--- config.mk ---
export PLATFORM = sky130hd
export DESIGN_NAME = tagbus_ctrl
export DESIGN_NICKNAME = d
export VERILOG_FILES = /design/src/rtl/tag_sequencer.v /design/src/rtl/tagbus_ctrl.v
export VERILOG_INCLUDE_DIRS = /design/src /design/src/rtl
export SDC_FILE = /design/constraint.sdc
export NUM_CORES = 1
export LEC_CHECK = 0
export BUFFER_PORTS_ARGS = -buffer_cell sky130_fd_sc_hd__buf_2
export CORE_AREA = 2 2 116 90
export CTS_CLUSTER_DIAMETER = 200
export DETAILED_ROUTE_END_ITERATION = 6
export DIE_AREA = 0 0 118 92
export GPL_TIMING_DRIVEN = 1
export PLACE_DENSITY = 0.68
export SLEW_MARGIN = 20
export SYNTH_ARGS = -nofsm -noshare
export SYNTH_HDL_FRONTEND = slang
export SYNTH_HIERARCHICAL = 1
export SYNTH_SLANG_ARGS = --single-unit
--- constraint.sdc ---
create_clock -name pclk -period 1.95 [get_ports pclk]
set_input_delay 0.0975 -clock pclk [delete_from_list [all_inputs] [get_ports pclk]]
set_output_delay 0.0975 -clock pclk [all_outputs]
set_load 0.05 [all_outputs]
--- src/rtl/tagbus_defs.vh ---
// constants for the disk drive tag/bus command interface
`ifndef TAGBUS_DEFS_VH
`define TAGBUS_DEFS_VH

// apb register byte offsets
`define OFS_CTRL      8'h00
`define OFS_UNIT      8'h04
`define OFS_CYL       8'h08
`define OFS_HEAD      8'h0c
`define OFS_CMD       8'h10
`define OFS_STAT      8'h14
`define OFS_LAST      8'h18

// control register fields
`define CTRL_PWR_BIT  0
`define CTRL_RESET    32'h0000_0001

// status register fields
`define ST_BUSY       0
`define ST_REFUSED    1
`define ST_ON_CYL     2
`define ST_READY      3
`define ST_FAULT      4
`define ST_SEEK_ERR   5
`define ST_SELECTED   6
`define ST_WPROT      7
`define ST_SEEK_END   8
`define ST_DRV_BUSY   9

// field widths
`define BUS_W         10
`define UNIT_W        4
`define HEAD_W        5

// command kinds, one-hot, in tag order
`define K_UNIT        4'b0001
`define K_CYL         4'b0010
`define K_HEAD        4'b0100
`define K_CMD         4'b1000

// timing in ns and derived cycle counts
`define CLK_NS        100
`define SETUP_NS      100
`define STROBE_NS     200
`define HOLD_NS       100
`define NS2CYC(t)     (((t) + `CLK_NS - 1) / `CLK_NS)
`define SETUP_CYC     `NS2CYC(`SETUP_NS)
`define STROBE_CYC    `NS2CYC(`STROBE_NS)
`define HOLD_CYC      `NS2CYC(`HOLD_NS)

`endif

--- src/rtl/tag_sequencer.v ---
// setup, strobe and hold sequencer for one tag with its bus value
`timescale 1ns/1ps
`default_nettype none
`include "tagbus_defs.vh"

module tag_sequencer (
	input  wire              pclk,
	input  wire              presetn,
	input  wire              start,
	input  wire [3:0]        kind,
	input  wire [`BUS_W-1:0] value,
	output reg  [3:0]        tag_reg,
	output reg  [`BUS_W-1:0] bus_reg,
	output reg               busy_reg
);

	localparam [3:0] S_IDLE   = 4'b0001;
	localparam [3:0] S_SETUP  = 4'b0010;
	localparam [3:0] S_STROBE = 4'b0100;
	localparam [3:0] S_HOLD   = 4'b1000;
	// cycle counts worked out as integers, then cut to the counter width
	localparam integer SETUP_I  = `SETUP_CYC;
	localparam integer STROBE_I = `STROBE_CYC;
	localparam integer HOLD_I   = `HOLD_CYC;
	localparam [7:0]   SETUP_C  = SETUP_I[7:0];
	localparam [7:0]   STROBE_C = STROBE_I[7:0];
	localparam [7:0]   HOLD_C   = HOLD_I[7:0];

	reg [3:0] state_reg;
	reg [7:0] cnt_reg;
	reg [3:0] kind_reg;

	// state walk: bus first, then tag, then tag off with bus still held
	always @(posedge pclk or negedge presetn) begin
		if (!presetn) begin
			state_reg <= S_IDLE;
			cnt_reg   <= 8'h00;
			kind_reg  <= 4'h0;
			tag_reg   <= 4'h0;
			bus_reg   <= {`BUS_W{1'b0}};
			busy_reg  <= 1'b0;
		end else begin
			case (state_reg)
			S_IDLE: begin
				if (start) begin
					bus_reg   <= value;
					kind_reg  <= kind;
					cnt_reg   <= SETUP_C - 8'h01;
					busy_reg  <= 1'b1;
					state_reg <= S_SETUP;
				end
			end
			S_SETUP: begin
				if (cnt_reg == 8'h00) begin
					tag_reg   <= kind_reg;
					cnt_reg   <= STROBE_C - 8'h01;
					state_reg <= S_STROBE;
				end else begin
					cnt_reg <= cnt_reg - 8'h01;
				end
			end
			S_STROBE: begin
				if (cnt_reg == 8'h00) begin
					tag_reg   <= 4'h0;
					cnt_reg   <= HOLD_C - 8'h01;
					state_reg <= S_HOLD;
				end else begin
					cnt_reg <= cnt_reg - 8'h01;
				end
			end
			S_HOLD: begin
				// bus kept until after the strobe is gone
				if (cnt_reg == 8'h00) begin
					busy_reg  <= 1'b0;
					state_reg <= S_IDLE;
				end else begin
					cnt_reg <= cnt_reg - 8'h01;
				end
			end
			default: begin
				tag_reg   <= 4'h0;
				busy_reg  <= 1'b0;
				state_reg <= S_IDLE;
			end
			endcase
		end
	end

endmodule
`default_nettype wire

--- src/rtl/tagbus_ctrl.v ---
// controller end of the daisy-chained disk drive tag/bus interface
//
// Function
// - controller starts every drive operation except power-on; drive only reports.
// - commands other than selection are a tag strobe with qualifying bus bits.
// - discrete lines each carry one fixed meaning, never qualified by a tag.
// - while powered, controller pulls the power-chain line low for remote power-up.
// - while powered, controller keeps the power-keep line grounded so drives stay powered.
// - controller holds controller-present true while powered on.
// - drive-choose strobe starts selection; dual-channel drives become reserved.
// - drive selected only when unit code bits 0-3 match its address.
// - seek places cylinder on bus bits and pulses the cylinder strobe.
// - cylinder strobe only while the selected drive reports on cylinder.
// - head strobe carries head address on bits 0-4; bits 5-9 unused.
// - control strobe starts operations from bus bits; bit 0 enables writing.
`timescale 1ns/1ps
`default_nettype none
`include "tagbus_defs.vh"

module tagbus_ctrl (
	input  wire              pclk,
	input  wire              presetn,
	input  wire              psel,
	input  wire              penable,
	input  wire              pwrite,
	input  wire [7:0]        paddr,
	input  wire [31:0]       pwdata,
	output reg  [31:0]       prdata,
	output reg               pready,
	output reg               pslverr,
	output wire              unit_strobe,
	output reg  [`UNIT_W-1:0] unit_code,
	output wire              cyl_strobe,
	output wire              head_strobe,
	output wire              ctl_strobe,
	output wire [`BUS_W-1:0] bus_bits,
	output reg               pick_n,
	output reg               hold_n,
	output reg               ctrl_present,
	input  wire              on_cylinder,
	input  wire              unit_ready,
	input  wire              drive_fault,
	input  wire              seek_error,
	input  wire              unit_selected,
	input  wire              write_protected,
	input  wire              seek_end,
	input  wire              drive_busy
);

	reg  [31:0]        ctrl_reg;
	reg                refused_reg;
	reg  [`BUS_W-1:0]  last_cyl_reg;
	reg  [`HEAD_W-1:0] last_head_reg;
	reg                start_reg;
	reg  [3:0]         kind_reg;
	reg  [`BUS_W-1:0]  value_reg;
	reg                start_next;
	reg  [3:0]         kind_next;
	reg  [`BUS_W-1:0]  value_next;
	reg                refuse_next;
	reg  [31:0]        rdata_next;
	reg                err_next;
	wire [3:0]         tag_w;
	wire               seq_busy;
	wire               wr_access;
	wire               rd_setup;
	wire               busy_any;

	// address match for one register word
	function hit;
		input [7:0] a;
		input [7:0] ofs;
		begin
			hit = (a == ofs);
		end
	endfunction

	// any defined register offset
	function mapped;
		input [7:0] a;
		begin
			mapped = hit(a, `OFS_CTRL) | hit(a, `OFS_UNIT) | hit(a, `OFS_CYL) |
			         hit(a, `OFS_HEAD) | hit(a, `OFS_CMD)  | hit(a, `OFS_STAT) |
			         hit(a, `OFS_LAST);
		end
	endfunction

	// write lands in the access cycle, read data is built in setup
	assign wr_access = psel & penable & pready & pwrite;
	assign rd_setup  = psel & ~penable;
	// a launched command counts as busy until the sequencer picks it up
	assign busy_any  = seq_busy | start_reg;

	// apb handshake: no wait states, answer flops loaded in setup
	always @(posedge pclk or negedge presetn) begin
		if (!presetn) begin
			pready  <= 1'b0;
			pslverr <= 1'b0;
			prdata  <= 32'h0000_0000;
		end else begin
			pready  <= rd_setup;
			pslverr <= rd_setup & err_next;
			if (rd_setup) begin
				prdata <= rdata_next;
			end
		end
	end

	// read mux and unmapped address answer
	always @* begin
		rdata_next = 32'h0000_0000;
		err_next   = ~mapped(paddr);
		if (!pwrite) begin
			if (hit(paddr, `OFS_CTRL)) begin
				rdata_next = ctrl_reg;
			end else if (hit(paddr, `OFS_UNIT)) begin
				rdata_next = {28'h000_0000, unit_code};
			end else if (hit(paddr, `OFS_CYL)) begin
				rdata_next = {22'h00_0000, last_cyl_reg};
			end else if (hit(paddr, `OFS_HEAD)) begin
				rdata_next = {27'h000_0000, last_head_reg};
			end else if (hit(paddr, `OFS_STAT)) begin
				// each drive line reported on its own bit
				rdata_next[`ST_BUSY]     = busy_any;
				rdata_next[`ST_REFUSED]  = refused_reg;
				rdata_next[`ST_ON_CYL]   = on_cylinder;
				rdata_next[`ST_READY]    = unit_ready;
				rdata_next[`ST_FAULT]    = drive_fault;
				rdata_next[`ST_SEEK_ERR] = seek_error;
				rdata_next[`ST_SELECTED] = unit_selected;
				rdata_next[`ST_WPROT]    = write_protected;
				rdata_next[`ST_SEEK_END] = seek_end;
				rdata_next[`ST_DRV_BUSY] = drive_busy;
			end else if (hit(paddr, `OFS_LAST)) begin
				rdata_next = {17'h0_0000, last_head_reg, last_cyl_reg};
			end
		end
	end

	// command launch decision for a register write
	always @* begin
		start_next  = 1'b0;
		kind_next   = 4'h0;
		value_next  = {`BUS_W{1'b0}};
		refuse_next = 1'b0;
		if (wr_access) begin
			if (hit(paddr, `OFS_UNIT)) begin
				// unit code on its own lines with the choose strobe
				if (busy_any) begin
					refuse_next = 1'b1;
				end else begin
					start_next = 1'b1;
					kind_next  = `K_UNIT;
				end
			end else if (hit(paddr, `OFS_CYL)) begin
				// seek only when the selected drive is on cylinder
				if (busy_any | ~unit_selected | ~on_cylinder) begin
					refuse_next = 1'b1;
				end else begin
					// cylinder address onto the bus bits
					start_next = 1'b1;
					kind_next  = `K_CYL;
					value_next = pwdata[`BUS_W-1:0];
				end
			end else if (hit(paddr, `OFS_HEAD)) begin
				if (busy_any | ~unit_selected) begin
					refuse_next = 1'b1;
				end else begin
					// head address on bits 0-4, upper bits driven low
					start_next = 1'b1;
					kind_next  = `K_HEAD;
					value_next = {{(`BUS_W-`HEAD_W){1'b0}}, pwdata[`HEAD_W-1:0]};
				end
			end else if (hit(paddr, `OFS_CMD)) begin
				if (busy_any | ~unit_selected) begin
					refuse_next = 1'b1;
				end else begin
					// control bits passed as written, bit 0 gates writing
					start_next = 1'b1;
					kind_next  = `K_CMD;
					value_next = pwdata[`BUS_W-1:0];
				end
			end
		end
	end

	// software registers and command hand-off
	always @(posedge pclk or negedge presetn) begin
		if (!presetn) begin
			ctrl_reg      <= `CTRL_RESET;
			refused_reg   <= 1'b0;
			unit_code     <= {`UNIT_W{1'b0}};
			last_cyl_reg  <= {`BUS_W{1'b0}};
			last_head_reg <= {`HEAD_W{1'b0}};
			start_reg     <= 1'b0;
			kind_reg      <= 4'h0;
			value_reg     <= {`BUS_W{1'b0}};
		end else begin
			// drive activity only ever starts from a software write
			start_reg <= start_next;
			if (start_next) begin
				kind_reg  <= kind_next;
				value_reg <= value_next;
			end
			if (wr_access && hit(paddr, `OFS_CTRL)) begin
				ctrl_reg <= {31'h0000_0000, pwdata[`CTRL_PWR_BIT]};
			end
			if (start_next && kind_next == `K_UNIT) begin
				unit_code <= pwdata[`UNIT_W-1:0];
			end
			if (start_next && kind_next == `K_CYL) begin
				last_cyl_reg <= value_next;
			end
			if (start_next && kind_next == `K_HEAD) begin
				last_head_reg <= pwdata[`HEAD_W-1:0];
			end
			// sticky refusal, a new refusal wins over a clear
			if (refuse_next) begin
				refused_reg <= 1'b1;
			end else if (wr_access && hit(paddr, `OFS_STAT) && pwdata[`ST_REFUSED]) begin
				refused_reg <= 1'b0;
			end
		end
	end

	// power sequencing and presence lines
	always @(posedge pclk or negedge presetn) begin
		if (!presetn) begin
			pick_n       <= 1'b1;
			hold_n       <= 1'b1;
			ctrl_present <= 1'b0;
		end else begin
			// power-chain line low while power is enabled
			pick_n       <= ~ctrl_reg[`CTRL_PWR_BIT];
			hold_n       <= ~ctrl_reg[`CTRL_PWR_BIT];
			// present asserted whenever out of reset
			ctrl_present <= 1'b1;
		end
	end

	// strobe timing and bus hold
	tag_sequencer u_seq (
		.pclk     (pclk),
		.presetn  (presetn),
		.start    (start_reg),
		.kind     (kind_reg),
		.value    (value_reg),
		.tag_reg  (tag_w),
		.bus_reg  (bus_bits),
		.busy_reg (seq_busy)
	);

	assign unit_strobe = tag_w[0];
	assign cyl_strobe  = tag_w[1];
	assign head_strobe = tag_w[2];
	assign ctl_strobe  = tag_w[3];

endmodule
`default_nettype wire

# After elaboration in Yosys (flattened, before gate mapping)
# Index checks and enable logic that the tools add are counted.
# word_totals
regBits	103
inputBits	53
out_inout_bits	55
wordCells	135
# op_classes
addsub	1
n_eq_ne	18
mux	59
bitwise_logic	21
reduce_logical	17
# op_table
operator	n
$mux 32	5
$mux 10	8
$mux 4	12
$mux 8	4
$pmux 8 s4	1
$eq 8x5->1 const B	3
$mux 22	1
$mux 1	21
$eq 8x4->1 const B	2
$logic_not 8->1	2
$pmux 4 s4	1
$mux 15	1
$pmux 4 s3	1
$or 1x1->1	9
$reduce_and 3->1	3
$eq 4x1->1 const B	2
$eq 4x2->1 const B	2
$eq 4x3->1 const B	2
$eq 8x3->1 const B	1
$sub 8x1->8 const B	1
$not 1->1	7
$logic_and 1x1->1	6
$ne 2x1->1 const B	3
$and 1x1->1	5
other kinds (11)	13

# Longest topological paths before layout
# depth
depth_word	10
mapped_depth	7
ltp_nobuf	7

# Modules after synthesis
# Netlist, hierarchy kept.
# modules_own_cells
module	instances	cells_per_inst	area_per_inst_um2	seq_area_each_um2
tagbus_ctrl	1	257	2730.1	1378.8
tag_sequencer	1	136	1566.5	777.0

# Least setup slack after synthesis
# OpenSTA, ideal clock, no wires.
# synth_path
kind	register -> register
from	register pready
to	register value_reg[1]
setup_ns	0.079
t_arrival_ns	1.805
required_time_ns	1.871
slack_ns	0.065
path_stages_with_launch	6
path_buffers	1
synth_period_minus_slack_ns	1.885
cell_sequence	dfrtp_1 > and4_1 > nand2_1 > o22ai_2 > buf_6 > mux2i_1
# synth_between
elab_chain_len	3
word_cells_on_any_way	4
cone_classes	mux: 2; bitwise: 2
# synth_rtl
item	line	source
start, declared	tagbus_ctrl.v:29	output reg pready,
start signal, assigned	tagbus_ctrl.v:101	pready <= rd_setup;
$and 1x1->1 (*) (2 in series)	tagbus_ctrl.v:89	assign wr_access = psel & penable & pready & pwrite;
$mux 10 / $mux 1 (equally long branches)	tagbus_ctrl.v:146	if (wr_access) begin
end signal, assigned	tagbus_ctrl.v:197	value_reg <= {`BUS_W{1'b0}};
end signal, assigned	tagbus_ctrl.v:203	value_reg <= value_next;
end, declared	tagbus_ctrl.v:56	reg [`BUS_W-1:0] value_reg;
# Mark *: on every way between the ends. The rest lies on a longest branch, timed or not.
# A chain may end at the register's enable or synchronous reset.

# Worst setup path in the final report
# layout_path
from	register start_reg
to	register value_reg[8]
# layout_between
elab_chain_len	8
word_cells_on_any_way	18
cone_classes	mux: 15; bitwise: 3
# layout_rtl
item	line	source
start, declared	tagbus_ctrl.v:54	reg start_reg;
start signal, assigned	tagbus_ctrl.v:200	start_reg <= start_next;
$or 1x1->1 (*)	tagbus_ctrl.v:92	assign busy_any = seq_busy | start_reg;
$or 1x1->1	tagbus_ctrl.v:157, tagbus_ctrl.v:166, tagbus_ctrl.v:175	
$mux 10 / $mux 1 (equally long branches)	tagbus_ctrl.v:175, tagbus_ctrl.v:166	
$mux 10 / $mux 1 (equally long branches)	tagbus_ctrl.v:174	end else if (hit(paddr, `OFS_CMD)) begin
$mux 10 / $mux 1 (equally long branches)	tagbus_ctrl.v:165	end else if (hit(paddr, `OFS_HEAD)) begin
$mux 10 / $mux 1 (equally long branches)	tagbus_ctrl.v:155	end else if (hit(paddr, `OFS_CYL)) begin
$mux 10 / $mux 1 (equally long branches)	tagbus_ctrl.v:147	if (hit(paddr, `OFS_UNIT)) begin
$mux 10 / $mux 1 (equally long branches)	tagbus_ctrl.v:146	
# Marks and branches as above.

==> impl_metrics.py <==
metrics = {
    "timing": {
        "slew_violations": 0,
        "hold_viol_final": 0,
        "setup-violations-final": 0,
        "max_freq_mhz": 533,
        "period_share_pct": 96.2,
        "finClkSkew_ps": 6.72,
        "worst_slew_margin_rel_pct": 64.9,
        "rsz0062_at_grt": "true",
        "finalWorstPathRequiredPeriod_ps": 1880,
        "tightestPinTransition_ps": 526,
        "final.setup.worst_slack_ps": 74.6,
    },
    "synth": {
        "synthesis.area_per_instance_um2": 10.9,
        "share_of_synthesized_area_occupied_by_flip_flops_and_latches_pct": 50.2,
        "synthesis.area_um2": 4300,
        "synth-edff-count": 0,
        "postSynthCellCount": 393,
        "synth.ff_latch_count": 86,
        "yosysWarningCount": 6,
        "postSynth.asyncResetShare_pct": 100,
        "yosys.cell_types.count": 65,
        "synthFlopType": "dfrtp_1",
    },
    "clocking": {
        "cts_post_setup_buffers_inserted": 0,
        "htree_levels": 3,
        "cts_sinks": 86,
        "inserted_clock_buffers": 9,
        "insertion_delay_ps": 340,
        "ctsLongestPathBuffers": 2,
        "tritoncts_clock_tree": "done",
        "clk_transition_reported_paths_ps": 70,
        "cts_root_buffer": "clkbuf_16",
    },
    "run_status": {
        "result_of_the_run": "finished, final reports clean",
    },
    "global_route": {
        "wire_length_of_the_first_global_routing_pass_um": 16300,
        "number_of_antenna_violations_at_the_first_check_in_global_routing": 0,
        "grt.overflow.total": 0,
        "globalRouteTotalUtil_pct": 19.1,
        "grt_pass1_vias": 3243,
        "grt_start_max_net_pins": 39,
    },
    "final_layout": {
        "layout.cells.most_common": "dfrtp_1",
        "largest_reg_flops": 15,
        "fillers": 917,
        "final_cell_mix": "dfrtp_1 (83), buf_2 (67), nand2_1 (43)",
        "final_layout_size_suffix_gt1_share_pct": 33.5,
        "layout-area-overhead-vs-synth_pct": 21.5,
        "regMostFlops": "prdata",
        "layout.nets": 539,
        "area_used_by_multi_input_combinational_logic_um2": 1930,
        "diodes": 0,
        "seq_area_um2": 2160,
    },
    "placed_design": {
        "placement.setup.worst_slack_ps": -97.5,
        "dpl.hpwl_um": 7360,
        "io_buffers": 68,
        "place.gp.congestion": 0.882,
    },
    "pwr": {
        "power.sequential.fraction_pct": 47.1,
        "power_mw": 3.82,
        "power_density_nw_per_um2": 732,
        "p_int_mw": 2.86,
        "ir_drop_mv": 0.488,
        "power_frac_comb_pct": 7.6,
        "clock_power_share_pct": 45.4,
        "power_switching_mw": 0.958,
        "power_switching_share_pct": 25.1,
        "power.leakage_nw": 2.61,
    },
    "worst_setup_path": {
        "cp_max_fo": 4,
        "crit_path_end_kind": "flop",
        "cpPeakStageDelay_ps": 680,
        "worstPathCellList": "or4b_2, nor4_2, buf_4, nand3_1, o21ai_0",
        "cpMaxStageDelayCell": "or4b_2",
        "crit_type": "flop to flop",
        "critical_path_buf_inv_count": 1,
        "cp_top_family": "simple AND/OR/NAND/NOR gates",
        "timing.critical_path.from_type": "flop",
        "timing.critical_path.arrival_ps": 2120,
        "required_ps": 2200,
    },
    "flow_run": {
        "timing.max_cap.violations": 0,
    },
    "floorplanning": {
        "boundaryPins": 108,
        "fp.dieW_um": 118,
        "design.core.area_um2": 9890,
        "initial_core_util_pct": 43.4,
        "design.die.area_um2": 10900,
        "std_cell_rows": 32,
        "chipHeight_um": 92,
    },
    "route": {
        "final_antenna_net_count": 0,
        "number_of_drc_violations_after_detailed_routing": 0,
        "route.detailed.vias_per_inst": 5.32,
        "routed_wirelength_um": 9760,
        "route.detailed.wl_per_inst_um": 15.6,
        "vias": 3324,
        "dr.pass1.iters": 4,
        "detailedRoute.firstIterationViolations": 195,
    },
    "hold_path": {
        "hold_path_class": "input pin to flop",
    },
}
per-stage QoR:
stage	utilization, %	cells	hold slack [ps]	setup TNS (ps)	instance area, µm²
6_report	52.8	625	12.7	0	5220
2_1_floorplan	-	409	-198	0	4360
3_5_place_dp	49.3	606	92.7	-315	4880
3_3_place_gp	49.3	606	91.1	0	4880
4_1_cts	52.7	625	3.13	0	5220
5_1_grt	52.8	625	7.18	-22.8	5220
worst paths after layout:
kind                        startpoint            to  slack [ps]  cells past startpoint
max reg2reg                  start_reg  value_reg[8]          70                      5
max                          start_reg  value_reg[8]          70                      5
min reg2reg                ctrl_reg[0]        hold_n         470                      1
min in group asynchronous      presetn     prdata[6]         270                      2
min                          pwdata[5]  value_reg[5]          10                      3
max in group asynchronous      presetn     prdata[3]        1040                      3
power groups by stage:
stage | clock network, mW | logic (mW) | registers [mW]
after global placement | 0 | 0.282 | 1.83
after detailed placement | 0 | 0.284 | 1.83
after CTS | 1.76 | 0.290 | 1.80
after global routing | 1.84 | 0.316 | 1.80
final | 1.73 | 0.290 | 1.80
after floorplan | 0 | 0.172 | 1.85
worst reg2reg max path, delay by kind of cell (launching register included):
kind	cells	cell delay, ps
buf+inv	1	200
flops	1	420
compound gates	1	120
simple gates	3	1050
cells in the mapped netlist, drive strengths merged, types with 8 or more instances:
cell type / instances / share of area, %
a22o: 9 / 1.8
buf: 26 / 4.4
clkbuf: 8 / 0.70
dfrtp: 83 / 48
inv: 19 / 1.7
mux2: 27 / 7.1
mux2i: 11 / 2.6
nand2: 43 / 3.8
nand2b: 8 / 1.2
nand3: 15 / 1.7
nor2: 13 / 1.2
o21ai: 27 / 3.1
kinds of logic (layout without fill, tap and decap cells):
kind of cell	Yosys count	after routing	synth area share [%]
XOR/XNOR	5	5	1.02
AO/OA/AOI/OAI	84	84	14.3
buffers and inverters	53	133	6.76
AND/OR/NAND/NOR	123	123	17.3
adder cells (fa/ha/maj)	2	2	0.582
multiplexers	38	38	9.64
flip-flops	86	86	50.2
other	2	18	0.175
area by class of cell:
| class | count | share of cell area, % |
|---|---|---|
| Clock inverter | 7 | 1.39 |
| Multi-Input combinational cell | 270 | 36.9 |
| Inverter | 19 | 1.37 |
| Timing Repair Buffer | 98 | 11.5 |
| Clock buffer | 9 | 4.31 |
| Tap cell | 136 | 3.26 |
| Sequential cell | 86 | 41.3 |
repair_timing:
action,in CTS,in global routing
resized for setup,1,2
hold endpoints to repair,36,0
setup endpoints to repair,5,5
hold buffers,3,0
routing by layer:
metal | vias up | GRT usage (%) | part of all wire [%]
met1 | 1625 | 28.0 | 48
li1 | 1561 | - | -
met4 | 0 | 4.82 | 0.99
met5 | - | 0 | 0
met2 | 128 | 27.4 | 44
met3 | 10 | 5.78 | 7.2
Power figures use the tool's default switching activity.
